File: src/rtl/dcwd_consts.svh
// Constants for the drive command word decoder
`ifndef DCWD_CONSTS_SVH
`define DCWD_CONSTS_SVH

// ****************************************
// Frame fields
// ****************************************
`define DCWD_FUNC_WR_MULTI   8'h10
`define DCWD_BCAST_ADDR      8'h00
`define DCWD_REG_NUM_BIAS    16'h0001
`define DCWD_CMD_REG_NUM     16'h0010
`define DCWD_MAX_REG_COUNT   16'h007B
`define DCWD_RESP_BYTES      3'h6
`define DCWD_HREG_DEPTH      8

// ****************************************
// Reset values
// ****************************************
`define DCWD_CMD_RESET       16'h0000
`define DCWD_SLAVE_ADDR_DEF  8'h01

// ****************************************
// Command word bit positions
// ****************************************
`define DCWD_B_REF_LSB       0
`define DCWD_B_REF_MSB       1
`define DCWD_B_RAMP          2
`define DCWD_B_NO_COAST      3
`define DCWD_B_NO_QSTOP      4
`define DCWD_B_USE_RAMP      5
`define DCWD_B_START         6
`define DCWD_B_RESET         7
`define DCWD_B_JOG           8
`define DCWD_B_RAMP2         9
`define DCWD_B_VALID         10
`define DCWD_B_RELAY1        11
`define DCWD_B_RELAY2        12
`define DCWD_B_SETUP_LSB     13
`define DCWD_B_SETUP_MSB     14
`define DCWD_B_REVERSE       15

`endif

File: src/rtl/dcwd_pkg.sv
// Types shared by the drive command word decoder
package dcwd_pkg;

  // ****************************************
  // Source selection for gated functions
  // ****************************************
  typedef enum logic [1:0] {
    SRC_DIGITAL,
    SRC_SERIAL,
    SRC_LOGIC_OR,
    SRC_LOGIC_AND
  } dcwd_src_t;

  // ****************************************
  // Digital inputs, high means function requested
  // ****************************************
  typedef struct packed {
    logic       coast;
    logic       start;
    logic [1:0] preset;
    logic [1:0] setup;
    logic       reverse;
    logic       dc_brake;
    logic       coast_stop;
    logic       reset_coast;
    logic       speed_up;
    logic       slow_down;
  } dcwd_din_t;

  // ****************************************
  // Configuration settings
  // ****************************************
  typedef struct packed {
    dcwd_src_t  coast_src;
    dcwd_src_t  start_src;
    dcwd_src_t  preset_src;
    dcwd_src_t  setup_src;
    dcwd_src_t  reverse_src;
    logic       relay1_on_cmd;
    logic       relay2_on_cmd;
    logic       multi_setup;
    logic [1:0] active_setup;
  } dcwd_cfg_t;

  // ****************************************
  // Actions towards the drive
  // ****************************************
  typedef struct packed {
    logic [1:0] preset_ref;
    logic       dc_brake;
    logic       coast;
    logic       quick_stop;
    logic       freeze;
    logic       ramp_stop;
    logic       trip_reset;
    logic       jog;
    logic       ramp2;
    logic       relay1;
    logic       relay2;
    logic [1:0] setup;
    logic       reverse;
    logic       freq_up;
    logic       freq_down;
  } dcwd_act_t;

endpackage

File: src/rtl/dcwd_src_combine.sv
// Combines a serial command with a digital input per source setting
`timescale 1ns/1ps
module dcwd_src_combine #(
  parameter int W = 1
) (
  input  wire dcwd_pkg::dcwd_src_t sel,
  input  wire logic [W-1:0]        ser,
  input  wire logic [W-1:0]        din,
  output logic      [W-1:0]        res
);

  always_comb begin
    case (sel)
      dcwd_pkg::SRC_DIGITAL:   res = din;
      dcwd_pkg::SRC_SERIAL:    res = ser;
      dcwd_pkg::SRC_LOGIC_OR:  res = ser | din;
      dcwd_pkg::SRC_LOGIC_AND: res = ser & din;
      default:                 res = din;
    endcase
  end

endmodule // dcwd_src_combine

File: src/rtl/dcwd_sync.sv
// Two flip-flop synchroniser for pin inputs
`timescale 1ns/1ps
module dcwd_sync #(
  parameter int W = 1
) (
  input  wire logic         clk_sys,
  input  wire logic         sys_rst,
  input  wire logic [W-1:0] async_in,
  output logic      [W-1:0] sync_out
);

  logic [W-1:0] meta_q;

  always_ff @(posedge clk_sys) begin
    if (sys_rst) begin
      meta_q   <= '0;
      sync_out <= '0;
    end else begin
      meta_q   <= async_in;
      sync_out <= meta_q;
    end
  end

endmodule // dcwd_sync

File: src/rtl/dcwd_top.sv
// Drive command word decoder with multi-register write handling
`timescale 1ns/1ps
`include "dcwd_consts.svh"
module dcwd_top #(
  parameter int          HREG_DEPTH = `DCWD_HREG_DEPTH,
  parameter logic [15:0] CMD_REG_NUM = `DCWD_CMD_REG_NUM
) (
  input  wire logic                       clk_sys,
  input  wire logic                       sys_rst,
  input  wire logic [7:0]                 slave_addr,
  input  wire logic                       rx_valid,
  input  wire logic [7:0]                 rx_data,
  input  wire logic                       rx_end,
  input  wire logic                       rx_error,
  input  wire logic                       tx_ready,
  output logic                            tx_valid,
  output logic      [7:0]                 tx_data,
  output logic                            tx_last,
  input  wire dcwd_pkg::dcwd_din_t        din_pins,
  input  wire dcwd_pkg::dcwd_cfg_t        cfg,
  output dcwd_pkg::dcwd_act_t             act,
  output logic      [HREG_DEPTH-1:0][15:0] hreg_q
);

  // ****************************************
  // Register window
  // ****************************************
  localparam logic [15:0] WIN_BASE = CMD_REG_NUM - `DCWD_REG_NUM_BIAS;
  localparam logic [15:0] WIN_SIZE = 16'(HREG_DEPTH);
  localparam int          IDX_W    = (HREG_DEPTH > 1) ? $clog2(HREG_DEPTH) : 1;

  function automatic logic in_window(input logic [15:0] wire_addr);
    logic [15:0] off;
    off = wire_addr - WIN_BASE;
    return (wire_addr >= WIN_BASE) && (off < WIN_SIZE);
  endfunction

  function automatic logic [IDX_W-1:0] win_index(input logic [15:0] wire_addr);
    logic [15:0] off;
    off = wire_addr - WIN_BASE;
    return off[IDX_W-1:0];
  endfunction

  // ****************************************
  // Frame parser state
  // ****************************************
  typedef enum logic [3:0] {
    ST_ADDR,
    ST_FUNC,
    ST_SA_HI,
    ST_SA_LO,
    ST_CNT_HI,
    ST_CNT_LO,
    ST_BCNT,
    ST_DAT_HI,
    ST_DAT_LO,
    ST_DONE,
    ST_SKIP,
    ST_TX
  } dcwd_state_t;

  dcwd_state_t state_q;
  logic [7:0]  addr_q;
  logic [15:0] start_q;
  logic [15:0] count_q;
  logic [15:0] done_q;
  logic [7:0]  data_hi_q;
  logic [2:0]  tx_idx_q;

  logic [15:0] cur_addr;
  logic [15:0] wr_word;
  logic        wr_en;
  logic        cmd_wr;
  logic [15:0] count_nx;

  always_comb begin
    cur_addr = start_q + done_q;
    wr_word  = {data_hi_q, rx_data};
    count_nx = {count_q[15:8], rx_data};
    wr_en    = rx_valid && !rx_error && (state_q == ST_DAT_LO) && in_window(cur_addr);
    cmd_wr   = wr_en && (win_index(cur_addr) == '0);
  end

  // ****************************************
  // Request decoding
  // ****************************************
  always_ff @(posedge clk_sys) begin
    if (sys_rst) begin
      state_q   <= ST_ADDR;
      addr_q    <= 8'h00;
      start_q   <= 16'h0000;
      count_q   <= 16'h0000;
      done_q    <= 16'h0000;
      data_hi_q <= 8'h00;
    end else if (state_q == ST_TX) begin
      if (tx_valid && tx_ready && tx_last) begin
        state_q <= ST_ADDR;
      end
    end else if (rx_end) begin
      if (state_q == ST_DONE && addr_q != `DCWD_BCAST_ADDR) begin
        state_q <= ST_TX;
      end else begin
        state_q <= ST_ADDR;
      end
    end else if (rx_error) begin
      state_q <= ST_SKIP;
    end else if (rx_valid) begin
      case (state_q)
        ST_ADDR: begin
          addr_q <= rx_data;
          if (rx_data == slave_addr || rx_data == `DCWD_BCAST_ADDR) begin
            state_q <= ST_FUNC;
          end else begin
            state_q <= ST_SKIP;
          end
        end
        ST_FUNC: begin
          state_q <= (rx_data == `DCWD_FUNC_WR_MULTI) ? ST_SA_HI : ST_SKIP;
        end
        ST_SA_HI: begin
          start_q[15:8] <= rx_data;
          state_q       <= ST_SA_LO;
        end
        ST_SA_LO: begin
          start_q[7:0] <= rx_data;
          state_q      <= ST_CNT_HI;
        end
        ST_CNT_HI: begin
          count_q[15:8] <= rx_data;
          state_q       <= ST_CNT_LO;
        end
        ST_CNT_LO: begin
          count_q[7:0] <= rx_data;
          if (count_nx == 16'h0000 || count_nx > `DCWD_MAX_REG_COUNT) begin
            state_q <= ST_SKIP;
          end else begin
            state_q <= ST_BCNT;
          end
        end
        ST_BCNT: begin
          done_q <= 16'h0000;
          if ({8'h00, rx_data} == {count_q[14:0], 1'b0}) begin
            state_q <= ST_DAT_HI;
          end else begin
            state_q <= ST_SKIP;
          end
        end
        ST_DAT_HI: begin
          data_hi_q <= rx_data;
          state_q   <= ST_DAT_LO;
        end
        ST_DAT_LO: begin
          done_q  <= done_q + 16'h0001;
          state_q <= (done_q + 16'h0001 == count_q) ? ST_DONE : ST_DAT_HI;
        end
        ST_DONE: begin
          state_q <= ST_SKIP;
        end
        ST_SKIP: begin
          state_q <= ST_SKIP;
        end
        default: begin
          state_q <= ST_SKIP;
        end
      endcase
    end
  end

  // ****************************************
  // Holding registers
  // ****************************************
  always_ff @(posedge clk_sys) begin
    if (sys_rst) begin
      hreg_q <= '0;
    end else if (wr_en) begin
      hreg_q[win_index(cur_addr)] <= wr_word;
    end
  end

  // ****************************************
  // Response transmitter
  // ****************************************
  function automatic logic [7:0] resp_byte(input logic [2:0] idx);
    case (idx)
      3'h0:    return addr_q;
      3'h1:    return `DCWD_FUNC_WR_MULTI;
      3'h2:    return start_q[15:8];
      3'h3:    return start_q[7:0];
      3'h4:    return count_q[15:8];
      3'h5:    return count_q[7:0];
      default: return 8'h00;
    endcase
  endfunction

  always_ff @(posedge clk_sys) begin
    if (sys_rst) begin
      tx_valid <= 1'b0;
      tx_data  <= 8'h00;
      tx_last  <= 1'b0;
      tx_idx_q <= 3'h0;
    end else if (state_q != ST_TX) begin
      tx_valid <= 1'b0;
      tx_last  <= 1'b0;
      tx_idx_q <= 3'h0;
      if (rx_end && state_q == ST_DONE && addr_q != `DCWD_BCAST_ADDR) begin
        tx_valid <= 1'b1;
        tx_data  <= resp_byte(3'h0);
        tx_idx_q <= 3'h1;
      end
    end else if (tx_valid && tx_ready) begin
      if (tx_last) begin
        tx_valid <= 1'b0;
        tx_last  <= 1'b0;
      end else begin
        tx_data  <= resp_byte(tx_idx_q);
        tx_last  <= (tx_idx_q == `DCWD_RESP_BYTES - 3'h1);
        tx_idx_q <= tx_idx_q + 3'h1;
      end
    end
  end

  // ****************************************
  // Effective command word
  // ****************************************
  logic [15:0] eff_q;
  logic        reset_pulse_q;

  always_ff @(posedge clk_sys) begin
    if (sys_rst) begin
      eff_q         <= `DCWD_CMD_RESET;
      reset_pulse_q <= 1'b0;
    end else begin
      reset_pulse_q <= 1'b0;
      if (cmd_wr && wr_word[`DCWD_B_VALID]) begin
        eff_q         <= wr_word;
        reset_pulse_q <= wr_word[`DCWD_B_RESET] && !eff_q[`DCWD_B_RESET];
      end
    end
  end

  // ****************************************
  // Digital inputs
  // ****************************************
  dcwd_pkg::dcwd_din_t din;

  dcwd_sync #(
    .W ($bits(dcwd_pkg::dcwd_din_t))
  ) u_din_sync (
    .clk_sys  (clk_sys),
    .sys_rst  (sys_rst),
    .async_in (din_pins),
    .sync_out (din)
  );

  // ****************************************
  // Source combination
  // ****************************************
  logic       coast_c;
  logic       start_c;
  logic [1:0] preset_c;
  logic [1:0] setup_c;
  logic       reverse_c;

  dcwd_src_combine #(.W(1)) u_coast (
    .sel (cfg.coast_src),
    .ser (!eff_q[`DCWD_B_NO_COAST]),
    .din (din.coast),
    .res (coast_c)
  );

  dcwd_src_combine #(.W(1)) u_start (
    .sel (cfg.start_src),
    .ser (eff_q[`DCWD_B_START]),
    .din (din.start),
    .res (start_c)
  );

  dcwd_src_combine #(.W(2)) u_preset (
    .sel (cfg.preset_src),
    .ser (eff_q[`DCWD_B_REF_MSB:`DCWD_B_REF_LSB]),
    .din (din.preset),
    .res (preset_c)
  );

  dcwd_src_combine #(.W(2)) u_setup (
    .sel (cfg.setup_src),
    .ser (eff_q[`DCWD_B_SETUP_MSB:`DCWD_B_SETUP_LSB]),
    .din (din.setup),
    .res (setup_c)
  );

  dcwd_src_combine #(.W(1)) u_reverse (
    .sel (cfg.reverse_src),
    .ser (eff_q[`DCWD_B_REVERSE]),
    .din (din.reverse),
    .res (reverse_c)
  );

  // ****************************************
  // Drive actions
  // ****************************************
  logic frozen;

  always_comb begin
    frozen = !eff_q[`DCWD_B_USE_RAMP];
  end

  always_ff @(posedge clk_sys) begin
    if (sys_rst) begin
      act <= '0;
    end else begin
      act.preset_ref <= preset_c;
      act.dc_brake   <= !eff_q[`DCWD_B_RAMP] || din.dc_brake;
      act.coast      <= coast_c || din.coast_stop || din.reset_coast;
      act.quick_stop <= !eff_q[`DCWD_B_NO_QSTOP] && !frozen;
      act.freeze     <= frozen;
      act.ramp_stop  <= !start_c && !frozen;
      act.trip_reset <= reset_pulse_q;
      act.jog        <= eff_q[`DCWD_B_JOG];
      act.ramp2      <= eff_q[`DCWD_B_RAMP2];
      act.relay1     <= eff_q[`DCWD_B_RELAY1] && cfg.relay1_on_cmd;
      act.relay2     <= eff_q[`DCWD_B_RELAY2] && cfg.relay2_on_cmd;
      act.setup      <= cfg.multi_setup ? setup_c : cfg.active_setup;
      act.reverse    <= reverse_c;
      act.freq_up    <= frozen && din.speed_up;
      act.freq_down  <= frozen && din.slow_down;
    end
  end

endmodule // dcwd_top

File: config.mk
export PLATFORM = sky130hd
export DESIGN_NAME = dcwd_top
export DESIGN_NICKNAME = d
export VERILOG_FILES = /design/src/rtl/dcwd_pkg.sv /design/src/rtl/dcwd_src_combine.sv /design/src/rtl/dcwd_sync.sv /design/src/rtl/dcwd_top.sv
export VERILOG_INCLUDE_DIRS = /design/src /design/src/rtl
export SDC_FILE = /design/constraint.sdc
export NUM_CORES = 1
export LEC_CHECK = 0
export BUFFER_PORTS_ARGS = -buffer_cell sky130_fd_sc_hd__buf_4
export CORE_ASPECT_RATIO = 1.4
export CORE_UTILIZATION = 45
export CTS_BUF_LIST = sky130_fd_sc_hd__clkbuf_8
export CTS_CLUSTER_DIAMETER = 30
export DETAILED_ROUTE_END_ITERATION = 12
export HOLD_SLACK_MARGIN = 0.02
export PLACE_DENSITY = 0.76
export SKIP_CTS_REPAIR_TIMING = 1
export SLEW_MARGIN = 0
export SYNTH_ARGS = -nofsm -noshare
export SYNTH_HDL_FRONTEND = slang
export SYNTH_SLANG_ARGS = --single-unit
File: constraint.sdc
create_clock -name clk_sys -period 3.3 [get_ports clk_sys]
set_input_delay 0.33 -clock clk_sys [delete_from_list [all_inputs] [get_ports clk_sys]]
set_output_delay 0.33 -clock clk_sys [all_outputs]
set_load 0.02 [all_outputs]
=== After elaboration in Yosys (flattened, before gate mapping) ===
Cells that the tools add are included.

* Add/subtract/negate cells: 4
* Multipliers: 0
* Div/mod/pow operators: 0
* $lt $le $gt $ge: 5
* Equality and inequality tests: 38
* Shifts and indexed selects: 0
* Mux-type cells: 36
* Bitwise logic cells: 14
* Reduce and logical (&&, ||, !) cells: 59

{| class="wikitable"
|+ Operators with widths
! kind !! count
|-
| $bwmux W128 || 1
|-
| $demux W16 S3 || 1
|-
| $pmux W8 S6 || 1
|-
| $mux W4 || 11
|-
| $pmux W4 S9 || 1
|-
| $reduce_and A5 Y1 || 7
|-
| $mux W8 || 4
|-
| $pmux W16 S2 || 1
|-
| $eq A2 B2 Y1 const B || 10
|-
| $logic_and A1 B1 Y1 || 19
|-
| $add A16 B1 Y16 const B || 1
|-
| $add A16 B16 Y16 || 1
|-
| $eq A16 B16 Y1 || 1
|-
| $eq A4 B3 Y1 const B || 4
|-
| $eq A8 B16 Y1 || 1
|-
| $ge A16 B4 Y1 const B || 1
|-
| $gt A16 B7 Y1 const B || 1
|-
| $logic_not A16 Y1 || 1
|-
| $lt A16 B4 Y1 const B || 1
|-
| $mux W16 || 1
|-
| $pmux W2 S4 || 2
|-
| $sub A16 B4 Y16 const B || 1
|-
| $eq A4 B4 Y1 const B || 3
|-
| $pmux W1 S4 || 3
|-
| 33 further kinds || 78
|}

* Bits in registers: 267
* Bits in latches: 0
* Memory bits (writable): 0
* ROM bits: 0
* Input bits: 49
* Output and inout bits: 155
* Logic and storage cells: 195
* Memories kept: 0

=== Logic depth before layout (Yosys ltp) ===
Gate-level depths: netlist of the first run.

* Depth after elaboration: 9
* Mapped depth: 13
* Depth with buffers taken out: 11

=== Modules after synthesis ===
From an unflattened synthesis of the first run, not the netlist that was laid out.

* Cell total of the unflattened synthesis: 1316
* Area, all modules: 12670.9 um2

{| class="wikitable"
|+ By module, submodules not included
! module !! instances !! cells each !! area each (um2) !! sequential area each (um2)
|-
| dcwd_top || 1 || 1240 || 11826.3 || 4844.6
|-
| dcwd_sync || 1 || 50 || 693.2 || 480.5
|-
| dcwd_src_combine (u_preset ...) || 2 || 7 || 43.8 || 0.0
|-
| dcwd_src_combine (u_coast ...) || 3 || 4 || 21.3 || 0.0
|}

=== Worst setup path after synthesis of the first run ===
Ideal clock, no wire load.

* Path type: register -> register
* Start: reg done_q[0]
* End: reg hreg_q[7] (netlist name)
* Library setup time: 0.072 ns
* Arrival: 3.549 ns
* Data required time: 3.228 ns
* Setup slack: -0.321 ns
* Cell stages (with the launch flop): 13
* Buffers on the path: 2
* Period minus slack after synthesis: 3.621 ns
* Path through: dfxtp_1 > ha_1 > fa_1 > xnor2_1 > a2111oi_0 > nor2_1 > o211a_2 > o221ai_2 > nor4_4 > and4_1 > buf_4 > buf_12 > mux2i_1

* Word-level cells in the longest chain between the ends: 7
* Elaborated cells between the ends (all ways): 12
* Those cells by class: add/sub (2); order compare (4); mux (3); reduce/logical (3)

{| class="wikitable"
|+ RTL lines
! element !! RTL line !! source
|-
| from (decl) || dcwd_top.sv:66 || <nowiki>logic [15:0] done_q;</nowiki>
|-
| from (signal assigned) || dcwd_top.sv:153 || <nowiki>done_q <= done_q + 16'h0001;</nowiki>
|-
| $add A16 B16 Y16 * || dcwd_top.sv:77 || <nowiki>cur_addr = start_q + done_q;</nowiki>
|-
| $sub A16 B4 Y16 || dcwd_top.sv:40 || <nowiki>off = wire_addr - WIN_BASE;</nowiki>
|-
| $lt A3 B4 Y1 (not written as such) / $ge A3 B1 Y1 (equally long branches) || dcwd_top.sv:176 || <nowiki>hreg_q[win_index(cur_addr)] <= wr_word;</nowiki>
|-
| $logic_and A1 B1 Y1 (not written as such) || dcwd_top.sv:176 ||
|-
| $mux W16 (not written as such) || dcwd_top.sv:176 ||
|-
| $demux W16 S3 || dcwd_top.sv:176 ||
|-
| $bwmux W128 || dcwd_top.sv:176 ||
|-
| to (signal, indexed assignment) || dcwd_top.sv:176 ||
|-
| to (decl) || dcwd_top.sv:22 || <nowiki>output logic [HREG_DEPTH-1:0][15:0] hreg_q</nowiki>
|}

Every way passes the cells marked *; elsewhere a longest branch is shown, timed or not.
A chain may end at the register's enable or synchronous reset.

=== Final worst setup path of the first run ===
* Start: reg done_q[0]
* End: reg hreg_q[92] (netlist name)

The elaborated chain is that of the path after synthesis.

==> results of run 1 <==
[cell families after synthesis]
| group | after synthesis | share of synthesized area, % |
|---|---|---|
| flops | 266 | 41.71 |
| simple gates | 485 | 21.60 |
| buf+inv | 112 | 4.146 |
| fa+ha+maj | 24 | 2.411 |
| mux | 189 | 14.82 |
| compound gates | 205 | 11.29 |
| xor+xnor | 54 | 4.018 |
[stage by stage]
stage	setup TNS [ps]	utilization [%]	hold slack (ps)	setup slack [ps]
2_1_floorplan	-5561	-	393.6	-101.6
5_1_grt	-976.3	58.96	20.28	-81.83
3_3_place_gp	-6155	53.99	408.6	-78.30
3_5_place_dp	-18590	53.99	406.9	-215.0
6_report	0	58.96	20.04	90.10
4_1_cts	-18360	57.60	-69.88	-229.9
[area by class of cell]
cell class              instances  area (µm²)  area share [%]
clock buffers                  54       743.2           4.543
clock inverters                30       259.0           1.583
inverters                      17       63.81          0.3901
multi-input cells             958        7186           43.92
flip-flops and latches        266        5330           32.58
well taps                     370       462.9           2.830
repair buffers                282        2315           14.15
[cells in the final DEF, fill, tap and decap left out, types with 20 or more instances in the layout]
cell / Yosys / routed
dfxtp_1: 266 / 264
buf_4: 1 / 252
mux2i_1: 189 / 189
nand2b_1: 169 / 169
nor2_1: 121 / 121
a21oi_1: 54 / 54
clkbuf_8: 0 / 54
nand2_1: 46 / 45
xnor2_1: 38 / 37
o21ai_0: 36 / 36
nor2b_1: 32 / 32
inv_1: 17 / 25
nand3_1: 21 / 21
ha_1: 23 / 20
[worst max path at each step]
| stage | start | endpoint | slack, ps | cells after the start |
|---|---|---|---|---|
| 3_3_place_gp | done_q[0] | hreg_q[6] | -80 | 12 |
| 6_report | done_q[0] | hreg_q[92] | 90 | 13 |
| 2_1_floorplan | done_q[0] | hreg_q[7] | -100 | 12 |
| 5_1_grt | done_q[0] | hreg_q[10] | -80 | 12 |
| 4_1_cts | done_q[0] | hreg_q[14] | -230 | 12 |
| 3_5_place_dp | done_q[0] | hreg_q[2] | -220 | 12 |
[state kept, by name (all words and copies together) (netlist names)]
name                 flops
hreg_q                 128
act                     17
count_q                 16
done_q                  16
start_q                 16
eff_q                   15
u_din_sync.meta_q       12
u_din_sync.sync_out     12
addr_q                   8
data_hi_q                8
tx_data                  8
state_q                  4
tx_idx_q                 3
reset_pulse_q            1
tx_last                  1
tx_valid                 1
[per-layer routing]
layer  part of all wire (%)  routed length, µm  track usage (%)  vias up
met2                     51              18070            42.48      361
met4                    4.8               1694            12.97        0
met5                      0                  0                0        -
met1                     39              13670            26.20     5087
li1                       -                  -                -     5163
met3                    5.2               1828            3.689      107
[worst min-delay path, delay by kind of cell]
kind	cells	cell delay, ps
AO/OA/AOI/OAI	1	50
buffers and inverters	1	110
AND/OR/NAND/NOR	1	60
[power groups by stage]
stage	clock, mW	sequential (mW)	combinational, mW
finish	3.17	3.25	0.339
global route	3.39	3.25	0.360
CTS	3.23	3.25	0.318
detailed placement	0	3.32	0.317
global placement	0	3.32	0.312
floorplan	0	3.32	0.190
==> impl_metrics.yaml, run 1 <==
logic_synthesis:
  yosysSeqAreaShare_pct: 41.71
  synth_common_cells: "dfxtp_1, mux2i_1, nand2b_1"
  avgSynthCellArea_um2: 9.563
  ys.flop_type: "dfxtp_1"
  async_flop_share_pct: 0
  yosys_warnings: 0
  synth.top_cell.area_share_pct: 41.71
  synth_area_leaders: "dfxtp_1, mux2i_1, nand2b_1"
  synth_seq_cells: 266
  syn_nets: 1408
  synth_area_um2: 12770
  synth_top_cell_by_area: "dfxtp_1"
  yosysMostFrequentCell: "dfxtp_1"
  synth_edf_count: 0
  syn_inst: 1335
  synth_cell_types: 82
timing:
  max_slew_margin_pct: 51.43
  worst_pin_slew_ps: 728.6
  fin_crit_ps: 3210
  max_freq_ghz: 0.3115
  finClkSkew_ps: 30.92
  report.final.slew_viol_count: 0
  hold_violations: 0
  fin_crit_sh_pct: 97.27
  rsz0062_at_grt: "yes"
  setup_viol: 0
clock_network:
  cts_buffers: 45
  clock_latency_ps: 590
  ctsHtreeMaxLevel: 2
  clkTransAtPathRegs_ps: 60
  root_buffer: "clkbuf_8"
  cts_tree: "yes"
  cts_sinks: 266
  clock_path_buffers: 3
floorplan:
  die_h_um: 201.3
  placementRows: 72
  initial_utilization_pct: 46.01
  die_area_um2: 29060
  die_w_um: 144.4
  core_um2: 27750
  io_pins: 204
power:
  power.static_leakage_nw: 7.383
  swShare_pct: 23.79
  p_int_mw: 5.152
  power.switching_mw: 1.608
  power_density_nw_per_um2: 413.2
  combPwrFrac_pct: 5.0
  finalPower_mw: 6.760
  seqPwrFrac_pct: 48.1
  p_clk_share_pct: 46.9
  ir_drop_v: 0.0002573
setup_path:
  reg2reg_from: "done_q[0]"
  crit_required_ps: 3790
  crit_path_cell_trace: "ha_4, fa_2, xnor2_4, nor2_1, nor4b_2, nor3_2, buf_4, o221ai_2, nor3_1, buf_4, nand4_4, buf_12, mux2i_1"
  cp_data_arrival_time_ps: 3700
  start_kind: "flip-flop"
  crit_type: "reg2reg"
  crit_family: "simple AND/OR/NAND/NOR gates"
  r2r_end: "hreg_q[92]"
  rrSetupSlack_ps: 90
  cpMaxStageDelayCell: "fa_2"
  cp-end-kind: "flip-flop"
  path_buf_inv: 3
  cp_max_fo: 16
  max_stage_delay_ps: 430
  r2r_cells: 13
  cp_common_cell: "buf_4"
placement:
  placed_area_um2: 14980
  hpwl_um: 24950
  gp_congestion: 0.9422
  numPortBuffers: 203
  dp.cells: 1873
flow_run:
  max-cap-violations: 0
drt:
  viasPerCell: 5.421
  drc_errors: 0
  dr.pass1.iters: 5
  ant_nets: 0
  drt-wirelength-per-cell_um: 17.83
  drtIter0Drc: 640
  dr_total_vias: 10718
  wl_um: 35250
layout:
  antennaDiodeCount: 0
  design_area_um2: 16360
  drive_gt1_share_pct: 25.39
  fill_cells: 2366
  nets: 1643
  fin_cells: 1977
  areaGrowthSynthToFinish_pct: 28.15
min_path:
  whs_path_depth: 3
  hold_path.class: "in2reg"
  worstHoldStart: "cfg[1]"
  min_to: "act[4]"
run_status:
  status: "finished, final reports clean"
grt:
  track_usage_pct: 23.70
  grt_pass1_vias: 10447
  grt_pass1_wl_um: 54080
  grt_max_degree: 117
  antenna_found_initial: 0
  grt-ovfl-total: 0
Power figures use the tool's default switching activity.
==> inputs of run 2 (changes only) <==
--- a/config.mk
+++ b/config.mk
@@ -7,13 +7,16 @@
 export NUM_CORES = 1
 export LEC_CHECK = 0
 export BUFFER_PORTS_ARGS = -buffer_cell sky130_fd_sc_hd__buf_4
+export CAP_MARGIN = 15
 export CORE_ASPECT_RATIO = 1.4
 export CORE_UTILIZATION = 45
 export CTS_BUF_LIST = sky130_fd_sc_hd__clkbuf_8
 export CTS_CLUSTER_DIAMETER = 30
+export CTS_CLUSTER_SIZE = 14
 export DETAILED_ROUTE_END_ITERATION = 12
 export HOLD_SLACK_MARGIN = 0.02
 export PLACE_DENSITY = 0.76
+export RECOVER_POWER = 100
 export SKIP_CTS_REPAIR_TIMING = 1
 export SLEW_MARGIN = 0
 export SYNTH_ARGS = -nofsm -noshare
==> run 2 against run 1 <==
  * Combinational power decreased by 2%
  * Sequential power about the same
  * Register-to-register slack worse by 30 ps
  * Non-clock buffer count grew 2
  * Worst hold slack lost 4.4 ps
  * Die area is the same
  * First-iteration DRC count is 2.2% lower
  * Clock skew increased by 17 ps
  * Global-route usage fell by 0.15 points
  * Critical path depth down 3
  * Flip-flop and latch count stayed put
  * Via count is 0.88% lower
  * Critical path type unchanged
  * Largest power group unchanged
  * Highest routed layer unchanged
==> impl_metrics.yaml, run 2 (synthesis results as in run 1) <==
drt:
  drtIter0Drc: 626
  viasPerCell: 5.390
  dr.pass1.iters: 5
  drc_errors: 0
  wl_um: 35180
  dr_total_vias: 10624
  ant_nets: 0
  drt-wirelength-per-cell_um: 17.85
setup_path:
  start_kind: "flip-flop"
  crit_required_ps: 3720
  cp_max_fo: 5
  crit_type: "reg2reg"
  cp_data_arrival_time_ps: 3670
  cp-end-kind: "flip-flop"
timing:
  worst_pin_slew_ps: 1483
  fin_crit_ps: 3241
  finClkSkew_ps: 48.22
  setup_viol: 0
  holdWs_ps: 15.62
  max_freq_ghz: 0.3085
  report.final.slew_viol_count: 0
  fin_crit_sh_pct: 98.22
  hold_violations: 0
  rsz0062_at_grt: "yes"
  layout_setup_ws_ps: 58.81
  setup-tns-final_ps: 0
  max_slew_margin_pct: 1.166
grt:
  track_usage_pct: 23.55
  antenna_found_initial: 0
  grt-ovfl-total: 0
  grt_max_degree: 117
  grt_pass1_vias: 10398
  grt_pass1_wl_um: 54120
layout:
  final_common_cell: "dfxtp_1"
  drive_gt1_share_pct: 15.62
  largest_register: "hreg_q"
  reg_top3: "hreg_q (128), act (17)"
  fill_cells: 2552
  fin_cells: 1971
  largest_reg_flops: 128
  mostFrequentLayoutCells: "dfxtp_1, mux2i_1, nand2b_1, clkbuf_1, nor2_1"
  nets: 1641
  antennaDiodeCount: 0
  areaGrowthSynthToFinish_pct: 23.25
placement:
  dp_slack_ps: -215.0
  dp.cells: 1873
  numPortBuffers: 203
  gp_congestion: 0.9422
  hpwl_um: 24950
clock_network:
  clock_path_buffers: 3
  cts_buffers: 41
  clock_latency_ps: 580
  ctsHtreeMaxLevel: 2
  root_buffer: "clkbuf_8"
  cts_sinks: 266
  cts_tree: "yes"
  clkTransAtPathRegs_ps: 80
power:
  ir_drop_v: 0.0002517
  seqPwrFrac_pct: 48.2
  swShare_pct: 25.40
  finalPower_mw: 6.730
  power_density_nw_per_um2: 427.8
  p_clk_share_pct: 46.9
  combPwrFrac_pct: 4.9
  power.switching_mw: 1.710
  p_int_mw: 5.021
  power.static_leakage_nw: 6.681
floorplan:
  initial_utilization_pct: 46.01
  die_w_um: 144.4
  io_pins: 204
  placementRows: 72
  die_h_um: 201.3
  core_um2: 27750
  die_area_um2: 29060
run_status:
  status: "finished, final reports clean"
flow_run:
  max-cap-violations: 0
min_path:
  hold_path.class: "in2reg"
==> run 2: power groups by stage <==
stage	sequential [mW]	combinational (mW)	clock [mW]
2_1_floorplan	3.32	0.190	0
3_5_place_dp	3.32	0.317	0
3_3_place_gp	3.32	0.312	0
5_1_grt	3.25	0.354	3.37
4_1_cts	3.24	0.317	3.21
6_report	3.25	0.331	3.15
==> run 2: worst paths after layout <==
path | to | cells past startpoint | slack (ps) | from
max reg2reg | hreg_q[23] | 10 | 60 | start_q[8]
max | hreg_q[23] | 10 | 60 | start_q[8]
min | act[4] | 3 | 20 | cfg[1]
min reg2reg | act[12] | 1 | 420 | eff_q[4]
==> run 2: final cells by class <==
| cell class | instances | area [µm²] | area share (%) |
|---|---|---|---|
| clock buffer | 43 | 591.8 | 3.761 |
| clock inverter | 33 | 379.1 | 2.410 |
| sequential | 266 | 5330 | 33.88 |
| inverter | 17 | 63.81 | 0.4056 |
| multi-input combinational | 958 | 7168 | 45.56 |
| tap | 370 | 462.9 | 2.942 |
| timing repair buffer | 284 | 1738 | 11.05 |
==> run 2: per-stage QoR <==
| stage | cell area (µm²) | util [%] |
|---|---|---|
| floorplan | 12850 | - |
| global placement | 14980 | 53.99 |
| detailed placement | 14980 | 53.99 |
| CTS | 15950 | 57.49 |
| global route | 15730 | 56.71 |
| finish | 15730 | 56.71 |
==> run 2: critical path: stages (launching register included) <==
cell,delay (ps)
dfxtp_1,360
ha_1,370
and3_1,210
a22o_1,230
a211o_1,330
a211oi_2,410
o221ai_4,270
nor4b_4,370
nand4_4,210
clkbuf_16,210
mux2i_1,110
==> run 2: layer usage <==
metal	track usage, %	share of wire, %	vias up
met5	0	0	-
li1	-	-	5159
met2	43.77	52	306
met3	3.760	5.1	70
met4	9.474	3.1	0
met1	25.98	39	5089
